`src/inc/jcf_pkg.sv`:
```
// Purpose: Shared constants for the character FIFO bridge.
// Assumes: Word-indexed register port, 32-bit data.
// Notes:   Offsets are register indices on the bus address.
`default_nettype none
package jcf_pkg;
   // ==========================================================
   // Register map
   localparam logic [0:0] JCF_OFS_CHAR_PORT = 1'h0;
   localparam logic [0:0] JCF_OFS_IRQ_CTRL  = 1'h1;
   // ==========================================================
   // Field positions
   localparam int JCF_DATA_LSB      = 0;
   localparam int JCF_RVALID_BIT    = 15;
   localparam int JCF_COUNT_LSB     = 16;
   localparam int JCF_RX_EN_BIT     = 0;
   localparam int JCF_TX_EN_BIT     = 1;
   localparam int JCF_RX_PEND_BIT   = 8;
   localparam int JCF_TX_PEND_BIT   = 9;
   localparam int JCF_POLL_BIT      = 10;
   // ==========================================================
   // Reset values and defaults
   localparam logic JCF_EN_RESET    = 1'h0;
   localparam logic JCF_POLL_RESET  = 1'h0;
   localparam int   JCF_DEPTH_DFLT  = 64;
   localparam int   JCF_MARK_DFLT   = 8;
endpackage
`default_nettype wire

```
`src/verilog/jcf_fifo.sv`:
```
// Purpose: Synchronous character FIFO with occupancy count.
// Assumes: Single clock; push to a full FIFO is dropped by the FIFO's own guard.
// Notes:   Count width holds DEPTH itself.
`default_nettype none
module jcf_fifo #(
   parameter int WIDTH = 8,
   parameter int DEPTH = 64,
   parameter int CW    = $clog2(DEPTH + 1)
) (
   input  wire logic             clk,
   input  wire logic             rst,
   input  wire logic             push,
   input  wire logic [WIDTH-1:0] push_data,
   input  wire logic             pop,
   output var  logic [WIDTH-1:0] head,
   output var  logic [CW-1:0]    count,
   output var  logic             full,
   output var  logic             empty
);
   localparam int AW = (DEPTH > 1) ? $clog2(DEPTH) : 1;
   localparam logic [CW-1:0] DEPTH_C = CW'(DEPTH);

   logic [WIDTH-1:0] mem [DEPTH];
   // Pointers and occupancy travel together as the FIFO's state
   typedef struct packed {
      logic [AW-1:0] wr;
      logic [AW-1:0] rd;
      logic [CW-1:0] cnt;
   } jcf_fifo_state_t;

   jcf_fifo_state_t  st_q;
   jcf_fifo_state_t  st_d;
   logic             do_push;
   logic             do_pop;

   // ============================================================
   // Handshake qualification
   assign do_push = push && (st_q.cnt != DEPTH_C);
   assign do_pop  = pop && (st_q.cnt != '0);
   assign full    = (st_q.cnt == DEPTH_C);
   assign empty   = (st_q.cnt == '0);
   assign count   = st_q.cnt;
   assign head    = mem[st_q.rd];

   // Storage array, no reset needed
   always_ff @(posedge clk) begin
      if (do_push) begin
         mem[st_q.wr] <= push_data;
      end
   end

   // Next pointers and occupancy; wrap at DEPTH so any depth works
   always_comb begin
      st_d = st_q;
      if (do_push) begin
         st_d.wr = (st_q.wr == AW'(DEPTH - 1)) ? '0 : st_q.wr + 1'b1;
      end
      if (do_pop) begin
         st_d.rd = (st_q.rd == AW'(DEPTH - 1)) ? '0 : st_q.rd + 1'b1;
      end
      if (do_push && !do_pop) begin
         st_d.cnt = st_q.cnt + 1'b1;
      end else if (do_pop && !do_push) begin
         st_d.cnt = st_q.cnt - 1'b1;
      end
   end

   // State register, cleared to empty
   always_ff @(posedge clk or posedge rst) begin
      if (rst) begin
         st_q <= '0;
      end else begin
         st_q <= st_d;
      end
   end
endmodule
`default_nettype wire

```
`src/verilog/jcf_bridge.sv`:
```
// Purpose: Bus slave moving characters between a processor and a host link.
// Assumes: Host side is same-clock logic with valid/ready character streams.
//          HOST_POLL and HOST_IDLE are levels on the bus clock, so no synchroniser is used.
// Notes:   Two word registers selected by ADDR; reads return data the same cycle.
//          A read pops at the strobe's edge, so its count field shows the fill after it.
//          A read of an empty port returns zero and leaves both FIFOs untouched.
//          Both thresholds are fixed at build time; software only sees their effect.
//
// Contract
// A character-port read returns the oldest receive character in [7:0] and pops it.
// Bit 15 of a character-port read is 1 only when [7:0] carries a real character.
// Bits [31:16] of a character-port read give receive fill left after that read.
// A character-port write pushes [7:0] to transmit, dropped silently when full.
// Software writes zero to reserved bits and ignores their read values.
// Control bits 0 and 1 are read/write receive and transmit interrupt enables.
// Control bits 8 and 9 show receive and transmit conditions gated by their enables.
// Bit 10 is set by a host poll and cleared only by writing 1 to it.
// Control bits [31:16] give the free entries of the transmit FIFO.
// IRQ is high whenever an enabled condition is pending.
// Transmit condition holds while transmit fill is at or below the fixed low mark.
// Receive condition holds while receive free space is at or below the high mark.
// Receive condition also holds with data present and no more host data expected.
// Software enables transmit interrupts after filling and disables when done.
// Control writes change only the enables, and clear the poll flag when bit 10 is 1.
// Both marks default to eight characters.
// Reset clears enables, poll flag and FIFOs; an empty read leaves state unchanged.
`default_nettype none
module jcf_bridge
   import jcf_pkg::*;
#(
   parameter int DEPTH        = JCF_DEPTH_DFLT,
   parameter int TX_LOW_MARK  = JCF_MARK_DFLT,
   parameter int RX_HIGH_MARK = JCF_MARK_DFLT
) (
   input  wire logic        SYS_CLK,
   input  wire logic        RESET,
   input  wire logic        ADDR,
   input  wire logic        RD_EN,
   input  wire logic        WR_EN,
   input  wire logic [31:0] WR_DATA,
   output var  logic [31:0] RD_DATA,
   output var  logic        IRQ,
   input  wire logic        HOST_RX_VALID,
   output var  logic        HOST_RX_READY,
   input  wire logic [7:0]  HOST_RX_DATA,
   output var  logic        HOST_TX_VALID,
   input  wire logic        HOST_TX_READY,
   output var  logic [7:0]  HOST_TX_DATA,
   input  wire logic        HOST_POLL,
   input  wire logic        HOST_IDLE
);
   // Count width holds DEPTH itself; the marks are compared at that width
   localparam int CW = $clog2(DEPTH + 1);
   localparam logic [CW-1:0] DEPTH_C = CW'(DEPTH);
   localparam logic [CW-1:0] TX_MARK = CW'(TX_LOW_MARK);
   localparam logic [CW-1:0] RX_MARK = CW'(RX_HIGH_MARK);

   // Software-visible control state; all other status comes from the FIFOs and HOST_IDLE
   typedef struct packed {
      logic rx_irq_enable;
      logic tx_irq_enable;
      logic host_poll_seen;
   } jcf_state_t;

   jcf_state_t       st_q;
   jcf_state_t       st_d;
   logic [7:0]       rx_head;
   logic [CW-1:0]    rx_cnt;
   logic             rx_full;
   logic             rx_empty;
   logic [7:0]       tx_head;
   logic [CW-1:0]    tx_cnt;
   logic             tx_full;
   logic             tx_empty;

   // Bus strobes and stream qualification
   logic             rd_char;
   logic             wr_char;
   logic             wr_ctrl;
   logic             rx_pop;
   logic             rx_push;
   logic             tx_push;
   logic             tx_pop;
   logic             poll_clear;

   // Counts and interrupt status
   logic [CW-1:0]    rx_left;
   logic [CW-1:0]    rx_free;
   logic [CW-1:0]    tx_free;
   logic             rx_near_full;
   logic             rx_leftover;
   logic             rx_cond;
   logic             tx_cond;
   logic             rx_irq_pending;
   logic             tx_irq_pending;

   // Read words
   logic [31:0]      char_word;
   logic [31:0]      ctrl_word;

   // ============================================================
   // Receive FIFO: host fills, bus reads drain
   jcf_fifo #(.WIDTH(8), .DEPTH(DEPTH), .CW(CW)) u_rx (
      .clk       (SYS_CLK),
      .rst       (RESET),
      .push      (rx_push),
      .push_data (HOST_RX_DATA),
      .pop       (rx_pop),
      .head      (rx_head),
      .count     (rx_cnt),
      .full      (rx_full),
      .empty     (rx_empty)
   );

   // ============================================================
   // Transmit FIFO: bus writes fill, host drains
   jcf_fifo #(.WIDTH(8), .DEPTH(DEPTH), .CW(CW)) u_tx (
      .clk       (SYS_CLK),
      .rst       (RESET),
      .push      (tx_push),
      .push_data (WR_DATA[JCF_DATA_LSB +: 8]),
      .pop       (tx_pop),
      .head      (tx_head),
      .count     (tx_cnt),
      .full      (tx_full),
      .empty     (tx_empty)
   );

   // Host-facing handshakes; a character moves only on an edge with both sides high
   assign HOST_RX_READY = !rx_full;
   assign HOST_TX_VALID = !tx_empty;
   assign HOST_TX_DATA  = tx_head;
   assign rx_push       = HOST_RX_VALID && !rx_full;
   assign tx_pop        = HOST_TX_VALID && HOST_TX_READY;

   // ============================================================
   // Bus decode
   assign rd_char = RD_EN && (ADDR == JCF_OFS_CHAR_PORT);
   assign wr_char = WR_EN && (ADDR == JCF_OFS_CHAR_PORT);
   assign wr_ctrl = WR_EN && (ADDR == JCF_OFS_IRQ_CTRL);
   assign rx_pop  = rd_char && !rx_empty;

   // A full transmit FIFO refuses the character here and again inside the FIFO
   assign tx_push = wr_char && !tx_full;

   // The poll flag clears only on a control write with its bit set
   assign poll_clear = wr_ctrl && WR_DATA[JCF_POLL_BIT];

   // Counts shown to software; the pop lands at the edge, so the read reports the
   // fill after it and software never counts a character it already took
   assign rx_left = rx_pop ? rx_cnt - 1'b1 : rx_cnt;
   assign rx_free = DEPTH_C - rx_cnt;
   assign tx_free = DEPTH_C - tx_cnt;

   // Transmit condition: the FIFO is at or below the low mark; it stays true while
   // the FIFO is low, so software enables it after filling and drops it when done
   assign tx_cond        = (tx_cnt <= TX_MARK);

   // Receive condition: little free space left, or a leftover character while the
   // host has nothing more to send; draining the FIFO clears both
   assign rx_near_full   = (rx_free <= RX_MARK);
   assign rx_leftover    = !rx_empty && HOST_IDLE;
   assign rx_cond        = rx_near_full || rx_leftover;

   // Pending flags are the conditions gated by their enables
   assign rx_irq_pending = rx_cond && st_q.rx_irq_enable;
   assign tx_irq_pending = tx_cond && st_q.tx_irq_enable;
   assign IRQ            = rx_irq_pending || tx_irq_pending;

   // ============================================================
   // Character port word: byte, valid flag and remaining fill
   always_comb begin
      char_word                       = '0;
      char_word[JCF_DATA_LSB +: 8]    = rx_empty ? 8'h00 : rx_head;
      char_word[JCF_RVALID_BIT]       = !rx_empty;
      char_word[31:JCF_COUNT_LSB]     = 16'(rx_left);
   end

   // Control word: enables, gated pending flags, poll flag and free space
   always_comb begin
      ctrl_word                       = '0;
      ctrl_word[JCF_RX_EN_BIT]        = st_q.rx_irq_enable;
      ctrl_word[JCF_TX_EN_BIT]        = st_q.tx_irq_enable;
      ctrl_word[JCF_RX_PEND_BIT]      = rx_irq_pending;
      ctrl_word[JCF_TX_PEND_BIT]      = tx_irq_pending;
      ctrl_word[JCF_POLL_BIT]         = st_q.host_poll_seen;
      ctrl_word[31:JCF_COUNT_LSB]     = 16'(tx_free);
   end

   // Read data mux; reserved bits and an empty byte read as zero
   always_comb begin
      if (ADDR == JCF_OFS_CHAR_PORT) begin
         RD_DATA = char_word;
      end else begin
         RD_DATA = ctrl_word;
      end
   end

   // Control state next value; a poll in the clear cycle wins
   always_comb begin
      st_d = st_q;
      if (wr_ctrl) begin
         st_d.rx_irq_enable = WR_DATA[JCF_RX_EN_BIT];
         st_d.tx_irq_enable = WR_DATA[JCF_TX_EN_BIT];
      end
      // Clear before set, so a poll in the same cycle keeps the flag up
      if (poll_clear) begin
         st_d.host_poll_seen = 1'b0;
      end
      if (HOST_POLL) begin
         st_d.host_poll_seen = 1'b1;
      end
   end

   // Control state register
   always_ff @(posedge SYS_CLK or posedge RESET) begin
      if (RESET) begin
         st_q <= '{rx_irq_enable:  JCF_EN_RESET,
                   tx_irq_enable:  JCF_EN_RESET,
                   host_poll_seen: JCF_POLL_RESET};
      end else begin
         st_q <= st_d;
      end
   end
endmodule
`default_nettype wire

```
`config.mk`:
```
export PLATFORM = sky130hd
export DESIGN_NAME = jcf_bridge
export DESIGN_NICKNAME = d
export VERILOG_FILES = /design/src/inc/jcf_pkg.sv /design/src/verilog/jcf_fifo.sv /design/src/verilog/jcf_bridge.sv
export SDC_FILE = /design/constraint.sdc
export NUM_CORES = 1
export LEC_CHECK = 0
export BUFFER_PORTS_ARGS = -buffer_cell sky130_fd_sc_hd__buf_4
export CORE_MARGIN = 2
export CORE_UTILIZATION = 46
export CTS_CLUSTER_DIAMETER = 200
export CTS_CLUSTER_SIZE = 16
export DETAILED_ROUTE_END_ITERATION = 6
export PLACE_DENSITY = 0.72
export SYNTH_ARGS = -nofsm -noshare
export SYNTH_HDL_FRONTEND = slang
export SYNTH_SLANG_ARGS = --single-unit
```
`constraint.sdc`:
```
create_clock -name SYS_CLK -period 3.9 [get_ports SYS_CLK]
set_input_delay 0.78 -clock SYS_CLK [delete_from_list [all_inputs] [get_ports SYS_CLK]]
set_output_delay 0.78 -clock SYS_CLK [all_outputs]
set_load 0.03 [all_outputs]
```
After elaboration in Yosys (flattened, before gate mapping):

Memory sizes are Yosys's and may differ from the RTL's.
Cells that the tools add are included.

* add/subtract/negate cells: 10
* multiply operators: 0
* divide/modulo/power cells: 0
* magnitude comparators: 2
* equality and inequality tests: 8
* shifts and indexed selects: 0
* multiplexer cells: 17
* bitwise operators: 1
* reductions and logical operators: 36

Operators with widths (number)
* 7-bit two-way mux: 5
* 6-bit by 1-bit adder with 6-bit output, second input constant: 4
* 6-bit equality test, second input constant: 4
* 6-bit two-way mux: 4
* 23-bit two-way mux: 1
* 1-bit logical AND: 19
* 7-bit by 1-bit adder with 7-bit output, second input constant: 2
* 7-bit equality test, second input constant: 2
* 7-bit by 4-bit less-or-equal comparator with 1-bit output, second input constant: 2
* 7-bit zero test: 2
* 7-bit != test, second input constant: 2
* 7-bit nonzero test: 2
* 7-bit by 1-bit subtractor with 7-bit output, second input constant: 2
* 7-bit subtractor, first input constant: 2
* 1-bit zero test: 8
* 8-bit two-way mux: 1
* 1-bit two-way mux: 6
* 2-bit nonzero test: 3
* 1-bit logical OR: 2
* 1-bit NOT: 1

* flip-flop bits (word level): 41
* latch bits: 0
* memory bits (writable): 1024
* bits in read-only memories: 0
* logic and storage cells: 85
* memories kept: 2

Memory list
* u_rx.mem: depth 64, bits a word 8, rd ports 1, clocked after memory_dff 0, write ports 1, line jcf_fifo.sv:23 `logic [WIDTH-1:0] mem [DEPTH];`
* u_tx.mem: depth 64, bits a word 8, rd ports 1, clocked after memory_dff 0, write ports 1, line jcf_fifo.sv:23

Depth between registers and ports, before layout:

Gate-level depths: netlist of the first run.

* word-level depth: 8
* mapped depth: 15
* depth with buffers taken out: 15

Hierarchy:

From an unflattened synthesis of the first run, not the netlist that was laid out.

* cell total of the unflattened synthesis: 2196
* area total of the unflattened synthesis: 43060.0 um^2

Modules (own cells, without submodules)
* jcf_fifo at u_rx: instances 1, cells each 1045, area an instance 21155.3 um^2, sequential area each 15850.2 um^2
* jcf_fifo at u_tx: instances 1, cells each 1045, area an instance 21151.5 um^2, sequential area each 15850.2 um^2
* jcf_bridge: instances 1, cells each 106, area an instance 753.2 um^2, sequential area each 75.1 um^2

Worst setup path after synthesis of the first run:

No wires, ideal clock.

* path kind: reg-to-output
* from: register u_rx.st_q (netlist bit u_rx.count[0])
* to: output port RD_DATA[1]
* data arrival time: 2972 ps
* data required time: 3120 ps
* path slack: 148 ps
* cell stages (with the launch flop): 8
* path buffers: 1
* path through: dfrtp_1 > clkbuf_1 > inv_1 > ha_1 > nor3b_2 > a31oi_2 > o211ai_1 > o41ai_1

* word-level cells in the longest chain between the ends: 3

Ends and longest elaborated chain
* from (decl): line jcf_fifo.sv:31 `jcf_fifo_state_t st_q;`
* from (signal assigned): line jcf_fifo.sv:73 `st_q <= st_d;`
* 7-bit zero test: line jcf_fifo.sv:41 `assign empty = (st_q.cnt == '0);`
* 8-bit two-way mux: line jcf_bridge.sv:174 `char_word[JCF_DATA_LSB +: 8] = rx_empty ? 8'h00 : rx_head;`
* 23-bit two-way mux: line jcf_bridge.sv:192 `if (ADDR == JCF_OFS_CHAR_PORT) begin`
* to (decl): line jcf_bridge.sv:41 `output var logic [31:0] RD_DATA,`

Every way passes these cells.

Worst setup path in the final report of the first run:

* from: register u_rx.st_q[7] (netlist name)
* to: output port RD_DATA[6]

* word-level cells in the longest chain between the ends: 3

Ends and longest elaborated chain (line)
* memory 64 x 8 bit
* 8-bit two-way mux: jcf_bridge.sv:174
* 23-bit two-way mux: jcf_bridge.sv:192

Every way passes these cells.

==> results of run 1 <==
==> area by class of cell <==
| type | instances | share of cell area, % |
|---|---|---|
| clock buffer | 111 | 4.21 |
| clock inverter | 7 | 0.226 |
| inverter | 16 | 0.123 |
| multi-input combinational | 947 | 21.7 |
| sequential | 1065 | 65.2 |
| tap | 1243 | 3.19 |
| timing repair buffer | 272 | 5.38 |
==> stage by stage <==
step / instance area, um^2 / utilization, % / setup slack [ns]
finish: 48800 / 53.1 / -0.0116
global route: 48800 / 53.1 / -0.0793
CTS: 48600 / 52.9 / -0.0625
detailed placement: 45500 / 49.5 / 0.376
global placement: 45500 / 49.5 / 0.383
floorplan: 42700 / - / 0.148
==> layer usage <==
layer / GRT usage, % / routed length [um] / vias up
met5: 0 / 0 / -
met4: 6.28 / 2690 / 0
met3: 3.21 / 6430 / 155
met2: 32.4 / 46400 / 847
met1: 26.9 / 37900 / 11200
li1: - / - / 9130
==> sequential cells by signal (all words and copies together) (netlist names) <==
signal      count
ctrl_word       3
u_rx.count      7
u_rx.mem      512
u_rx.st_q      12
u_tx.count      7
u_tx.mem      512
u_tx.st_q      12
==> power by group through the flow <==
| stage | combinational, mW | clock, mW | sequential [mW] |
|---|---|---|---|
| 2_1_floorplan | 6.30 | 0 | 13.4 |
| 3_3_place_gp | 8.49 | 0 | 14.0 |
| 3_5_place_dp | 8.60 | 0 | 14.0 |
| 4_1_cts | 9.77 | 7.52 | 13.7 |
| 5_1_grt | 10.6 | 7.91 | 13.7 |
| 6_report | 10.0 | 7.40 | 13.7 |
==> kinds of logic after synthesis <==
kind of cell	after synthesis	synth area share [%]
and+or+nand+nor	344	3.66
buffers and inverters	153	1.82
DFF	1065	74.4
AOI/OAI and AO/OA	172	2.59
other	1	0.00878
adders and majority gates	17	0.516
xor gates and xnor gates	30	0.615
muxes	371	16.4
==> cells in the mapped netlist, types with 16 or more instances <==
cell / instances / share of area [%]
sky130_fd_sc_hd__nor2b_1: 28 / 0.41
sky130_fd_sc_hd__o21ai_0: 55 / 0.64
sky130_fd_sc_hd__dfrtp_1: 41 / 2.4
sky130_fd_sc_hd__buf_2: 52 / 0.61
sky130_fd_sc_hd__nor2_1: 158 / 1.4
sky130_fd_sc_hd__clkbuf_1: 39 / 0.34
sky130_fd_sc_hd__mux4_2: 260 / 14
sky130_fd_sc_hd__xnor2_1: 21 / 0.43
sky130_fd_sc_hd__a21oi_1: 36 / 0.42
sky130_fd_sc_hd__buf_4: 23 / 0.40
sky130_fd_sc_hd__mux2i_1: 91 / 2.1
sky130_fd_sc_hd__mux2_2: 20 / 0.53
sky130_fd_sc_hd__ha_1: 16 / 0.47
sky130_fd_sc_hd__nand2_1: 76 / 0.67
sky130_fd_sc_hd__inv_1: 16 / 0.14
sky130_fd_sc_hd__buf_1: 16 / 0.14
sky130_fd_sc_hd__nand3_1: 26 / 0.30
sky130_fd_sc_hd__edfxtp_1: 1024 / 72
==> placed cells by master, fill, tap and decap left out, types with 18 or more instances in the layout <==
cell type	n
sky130_fd_sc_hd__nor2b_1	22
sky130_fd_sc_hd__clkbuf_16	78
sky130_fd_sc_hd__o21ai_0	39
sky130_fd_sc_hd__buf_12	20
sky130_fd_sc_hd__mux2i_1	78
sky130_fd_sc_hd__buf_4	220
sky130_fd_sc_hd__mux4_2	260
sky130_fd_sc_hd__edfxtp_1	1024
sky130_fd_sc_hd__nand2_1	73
sky130_fd_sc_hd__a21oi_1	35
sky130_fd_sc_hd__xnor2_1	21
sky130_fd_sc_hd__dfrtp_1	32
sky130_fd_sc_hd__clkbuf_1	34
sky130_fd_sc_hd__nor2_1	157
sky130_fd_sc_hd__buf_6	18
sky130_fd_sc_hd__mux2_2	20
sky130_fd_sc_hd__nand3_1	25
==> timing repair <==
item,CTS,global route
setup endpoints to repair,18,20
buffers inserted,32,11
resized for setup,86,54
cloned,9,1
pin swaps,7,9
hold buffers,0,0
endpoints found under the hold margin,0,0
==> critical path, stage by stage (launching register included) <==
cell and delay (ns):
sky130_fd_sc_hd__dfrtp_4 0.44, sky130_fd_sc_hd__buf_12 0.16, sky130_fd_sc_hd__buf_16 0.18, sky130_fd_sc_hd__buf_4 0.14, sky130_fd_sc_hd__mux4_2 0.50, sky130_fd_sc_hd__mux4_2 0.49, sky130_fd_sc_hd__mux2i_4 0.20, sky130_fd_sc_hd__o22ai_1 0.14
sky130_fd_sc_hd__buf_4 0.19
==> final timing paths <==
| path | startpoint | end | slack (ns) | cells past startpoint |
|---|---|---|---|---|
| worst max-delay path | u_rx.st_q[7]$_DFFE_PP0P_ | RD_DATA[6] | -0.01 | 8 |
| worst max register to register | u_tx.count[3]$_DFFE_PP0P_ | u_tx.count[6]$_DFFE_PP0P_ | 0.42 | 13 |
| worst min register to register | ctrl_word[10]$_DFFE_PP0P_ | ctrl_word[10]$_DFFE_PP0P_ | 0.50 | 1 |
| max in group asynchronous | RESET | u_tx.st_q[8]$_DFFE_PP0P_ | 2.81 | 2 |
| min in group asynchronous | RESET | u_rx.st_q[16]$_DFFE_PP0P_ | 0.34 | 2 |
| worst min-delay path | HOST_POLL | ctrl_word[10]$_DFFE_PP0P_ | 0.31 | 2 |
==> Implementation_results.wiki, run 1 <==
{| class="wikitable"
! Metric !! Value
|-
| Hold slack final || 0.307 ns
|-
| Placer congestion estimate || 0.906
|-
| Sum of net half-perimeters after detailed placement || 55.9 mm
|-
| Max VDD drop || 0.345 mV
|-
| Clock Skews || 0.0365 ns
|-
| Library cell used as clock root buffer || sky130_fd_sc_hd__clkbuf_16
|-
| Area used by sequential logic in the layout || 0.0318 mm^2
|-
| Slew headroom || 33.3%
|-
| Final antenna diode count || 0
|-
| Fraction of the yosys area taken by sequential cells || 74.4%
|-
| Mapped Cells || 2153
|-
| First-pass GRT wire length || 139 mm
|-
| All-Layer GR Usage || 19.6%
|-
| Capturing element type of the critical path || output port
|-
| NetSw || 9.78 mW
|-
| Sum of routed wire length over all layers || 93.4 mm
|-
| Maximum number of pins on one net before global-route repair || 78
|-
| Net count, final || 2444
|-
| Final setup violating endpoints || 3
|-
| TritonCTS clock tree || built
|-
| MaxCap Viol Count || 0
|-
| Routed wire length per instance || 25.5 um
|-
| Via density || 5.84
|-
| Violations in the final reports || setup timing
|-
| Number of antenna violations at the first check in global routing || 0
|-
| Leak pwr || 15.6 nW
|-
| Core area || 0.0918 mm^2
|-
| Share of total power in combinational logic || 32.3%
|-
| Share of post-route cells with drive strength above 1 || 29.6%
|-
| Worst hold path type || in -> reg
|-
| Fmax || 256 MHz
|-
| Number of enable-type register cells in the synthesized netlist || 1024
|-
| Syn Area/Cell || 19.8 um^2
|-
| Setup repair after global routing missed its margin || yes
|-
| Number of synthesis warnings || 0
|-
| Crit Path Class || reg -> out
|-
| CP Max Fanout || 18
|-
| Cell Int Power || 21.3 mW
|-
| CTS H-tree depth || 3
|-
| Insertion delay to the later sink of the worst-skew pair || 0.66 ns
|-
| Run status || finished with violations
|-
| Effective utilization at floorplan || 46.5%
|-
| Overall power of the completed layout || 31.1 mW
|-
| Final Max Slew Viols || 0
|-
| Synth Cell Area || 0.0427 mm^2
|-
| Unique cell type count in the Yosys netlist || 62
|-
| Switching Fraction || 31.4%
|-
| Final standard cell count with taps included and fillers excluded || 3661
|-
| Footprint of the multi-input gates || 0.0106 mm^2
|-
| Clock sink total || 1065
|-
| CTS Buf Count || 76
|-
| Number of synthesized register bits || 1065
|-
| Die height || 309 um
|-
| Std-Cell Rows || 111
|-
| Slew @ Worst Pin || 0.996 ns
|-
| Worst EP arrival || 3.13 ns
|-
| PnR worst setup slack || -0.0116 ns
|-
| Largest buffer count on any clock path || 3
|-
| Share of async-settable or async-resettable flops after synthesis || 3.85%
|-
| Most used flip-flop cell after synthesis || sky130_fd_sc_hd__edfxtp_1
|-
| Final Hold Viols || 0
|-
| Count of pins on the block boundary || 92
|-
| Final total negative setup slack || -0.0148 ns
|-
| Area of the die || 0.0953 mm^2
|-
| Starting DRT DRC Count || 2377
|-
| Number of instances in the placed design || 3493
|-
| Power density over cell area || 638 mW/mm^2
|-
| Data required time at the worst endpoint || 3.12 ns
|-
| Vias in the first global route || 21700
|-
| Final Cycle Share || 100%
|-
| Share of power burned in registers || 44.0%
|-
| Area Overhead vs Synth || 14.2%
|-
| Clock-pin slew on the worst setup and hold paths || 0.08 ns
|-
| Horizontal die dimension || 309 um
|-
| Crit start category || flop
|-
| Number of fillers in the final layout || 6871
|-
| DRC violation count after routing || 0
|-
| Global route total overflow || 0
|-
| Via count || 21400
|-
| Routed Antenna Nets || 0
|-
| Clock network fraction of total power || 23.8%
|-
| Total iterations of the first detailed-routing run || 5
|-
| Quantity of I/O buffers inserted on ports || 55
|-
| Fin crit period || 3.91 ns
|}
No activity file was read; power rests on OpenSTA's default activity.
==> inputs of run 2 (changes only) <==
PLACE_DENSITY = 0.74   (was 0.72)
clock period = 3.26 ns   (was 3.9 ns; I/O delays follow)
==> run 2 against run 1 <==
Effect of this change:
- clock power is 21% higher
- highest routed layer unchanged
- the flow still finishes with violations (setup timing)
- global-route usage rose by 0.14 points
- critical path depth down 1
- combinational power rose by 31%
- count of clock-buffer cells in the layout rose by 10
- via count grew 2.9%
- sequential share of layout area decreased by 0.91 points
- first-iteration DRC count up 9.1%
- total power rose by 23%
==> Implementation_results.wiki, run 2 (same netlist as run 1, synthesis figures left out) <==
{| class="wikitable"
! Metric !! Value
|-
| Share of post-route cells with drive strength above 1 || 32.1%
|-
| First-pass GRT wire length || 140 mm
|-
| Slew @ Worst Pin || 1.01 ns
|-
| Number of antenna violations at the first check in global routing || 0
|-
| Maximum number of pins on one net before global-route repair || 66
|-
| Fin crit period || 3.79 ns
|-
| Worst hold path type || in -> reg
|-
| Worst EP arrival || 3.14 ns
|-
| Net count, final || 2483
|-
| Quantity of I/O buffers inserted on ports || 55
|-
| Std-Cell Rows || 111
|-
| Horizontal die dimension || 309 um
|-
| Commonest cells after routing, fill and taps aside || sky130_fd_sc_hd__edfxtp_1 (1024), sky130_fd_sc_hd__mux4_2 (260), sky130_fd_sc_hd__buf_4 (246)
|-
| Registers with the most flip-flops || u_rx.mem: 512 flops, u_tx.mem: 512 flops
|-
| Placer congestion estimate || 0.841
|-
| Post-layout instance area || 0.0495 mm^2
|-
| Clock Skews || 0.0289 ns
|-
| Count of pins on the block boundary || 92
|-
| Capturing element type of the critical path || output port
|-
| Vias in the first global route || 22100
|-
| Routed wire length per instance || 25.5 um
|-
| Clock-pin slew on the worst setup and hold paths || 0.09 ns
|-
| Largest buffer count on any clock path || 3
|-
| Cell-by-cell trace of the critical path || buf_12 -> buf_16 -> mux4_2 -> mux4_2 -> mux2i_1 -> o22ai_2 -> buf_6
|-
| Starting DRT DRC Count || 2593
|-
| Global route total overflow || 0
|-
| Final Max Slew Viols || 0
|-
| CTS Buf Count || 76
|-
| Area of the die || 0.0953 mm^2
|-
| Run status || finished with violations
|-
| Area Overhead vs Synth || 15.8%
|-
| CP Max Fanout || 20
|-
| Final setup violating endpoints || 21
|-
| CTS H-tree depth || 3
|-
| Worst slack, placed || -0.0105 ns
|-
| Crit start category || flop
|-
| Final antenna diode count || 0
|-
| TritonCTS clock tree || built
|-
| Area after detailed placement || 0.0458 mm^2
|-
| Overall power of the completed layout || 38.2 mW
|-
| Final Cycle Share || 116%
|-
| Core area || 0.0918 mm^2
|-
| Insertion delay to the later sink of the worst-skew pair || 0.65 ns
|-
| Setup repair after global routing missed its margin || yes
|-
| All-Layer GR Usage || 19.8%
|-
| Power density over cell area || 773 mW/mm^2
|-
| Die height || 309 um
|-
| Violations in the final reports || setup timing
|-
| Total iterations of the first detailed-routing run || 7
|-
| Routed Antenna Nets || 0
|-
| MaxCap Viol Count || 0
|-
| Via count || 22000
|-
| Clock sink total || 1065
|-
| Effective utilization at floorplan || 46.5%
|-
| Worst hold path depth || 2
|-
| Critical Path Stages || 7
|-
| Sum of net half-perimeters after detailed placement || 56.1 mm
|-
| Sum of routed wire length over all layers || 94.6 mm
|-
| DRC violation count after routing || 0
|-
| Library cell used as clock root buffer || sky130_fd_sc_hd__clkbuf_16
|-
| Crit Path Class || reg -> out
|-
| Number of fillers in the final layout || 6725
|-
| Via density || 5.92
|-
| Leak pwr || 15.9 nW
|-
| Commonest non-fill, non-tap cell in the layout || sky130_fd_sc_hd__edfxtp_1
|-
| Count of buffer and inverter cells on the critical path || 3
|-
| Data required time at the worst endpoint || 2.61 ns
|-
| Cell family with the largest share of critical-path delay || multiplexers
|-
| Most frequent CP cell || sky130_fd_sc_hd__mux4_2
|-
| Max VDD drop || 0.705 mV
|-
| Crit-path max cell delay || 0.59 ns
|-
| PnR worst setup slack || -0.532 ns
|-
| Critical-path cell with the highest stage delay || sky130_fd_sc_hd__mux4_2
|-
| Final Hold Viols || 0
|-
| Fmax || 264 MHz
|-
| Slew headroom || 32.9%
|-
| Count of hold-fix buffers inserted at cts || 0
|-
| Worst reg2reg path depth || 15
|-
| Final total negative setup slack || -7.25 ns
|}
==> run 2: changes by cell type in the layout (fill, tap and decap cells not counted), moves of 4 or more <==
cell / before / now
sky130_fd_sc_hd__nor2_1: 157 / 151
sky130_fd_sc_hd__buf_4: 220 / 246
sky130_fd_sc_hd__a22oi_1: 6 / 10
sky130_fd_sc_hd__buf_6: 18 / 29
sky130_fd_sc_hd__clkbuf_1: 34 / 44
sky130_fd_sc_hd__a21oi_2: 1 / 9
sky130_fd_sc_hd__a22oi_2: 8 / 4
sky130_fd_sc_hd__a21oi_1: 35 / 27
sky130_fd_sc_hd__o21ai_2: 6 / 10
==> run 2: timing repair <==
| item | CTS | global route |
|---|---|---|
| hold endpoints to repair | 0 | 0 |
| cloned | 8 | 1 |
| pin swaps | 38 | 28 |
| buffers inserted | 30 | 20 |
| setup endpoints to repair | 24 | 26 |
| resized for setup | 146 | 55 |
==> run 2: worst paths after layout <==
check	from	endpoint	slack, ns
max in group asynchronous	RESET	u_tx.st_q[9]$_DFFE_PP0P_	2.26
setup reg to reg	u_tx.count[1]$_DFFE_PP0P_	u_tx.count[6]$_DFFE_PP0P_	0.23
hold / removal	HOST_POLL	ctrl_word[10]$_DFFE_PP0P_	0.18
hold reg to reg	ctrl_word[10]$_DFFE_PP0P_	ctrl_word[10]$_DFFE_PP0P_	0.49
setup / recovery	u_rx.st_q[7]$_DFFE_PP0P_	RD_DATA[6]	-0.53
min in group asynchronous	RESET	ctrl_word[10]$_DFFE_PP0P_	0.24
==> run 2: final cells by class <==
class	instances	area, um^2	share of cell area (%)
clock inverter	7	110	0.223
sequential	1065	31800	64.3
clock buffer	121	2090	4.23
tap	1243	1560	3.14
timing repair buffer	311	3000	6.06
multi-input combinational	947	10800	21.9
inverter	16	62.6	0.126
==> run 2: routing by layer <==
metal | track usage (%) | part of all wire [%] | vias to the layer above
li1 | - | - | 9221
met1 | 27.6 | 40 | 11500
met2 | 32.3 | 50 | 1043
met3 | 3.10 | 7.9 | 168
met4 | 6.27 | 2.5 | 0
met5 | 0 | 0 | -
==> run 2: report_power, final <==
group,internal [mW],switching (mW)
clock,4.46,4.49
sequential,15.5,0.670
combinational,6.10,6.97
total,26.1,12.1
==> run 2: per-stage QoR <==
step	cells	hold slack (ns)	utilization, %
2_1_floorplan	2165	0.441	-
4_1_cts	3693	0.138	53.4
3_3_place_gp	3527	0.451	49.9
3_5_place_dp	3527	0.477	49.9
5_1_grt	3710	0.154	53.9
6_report	3710	0.176	53.9
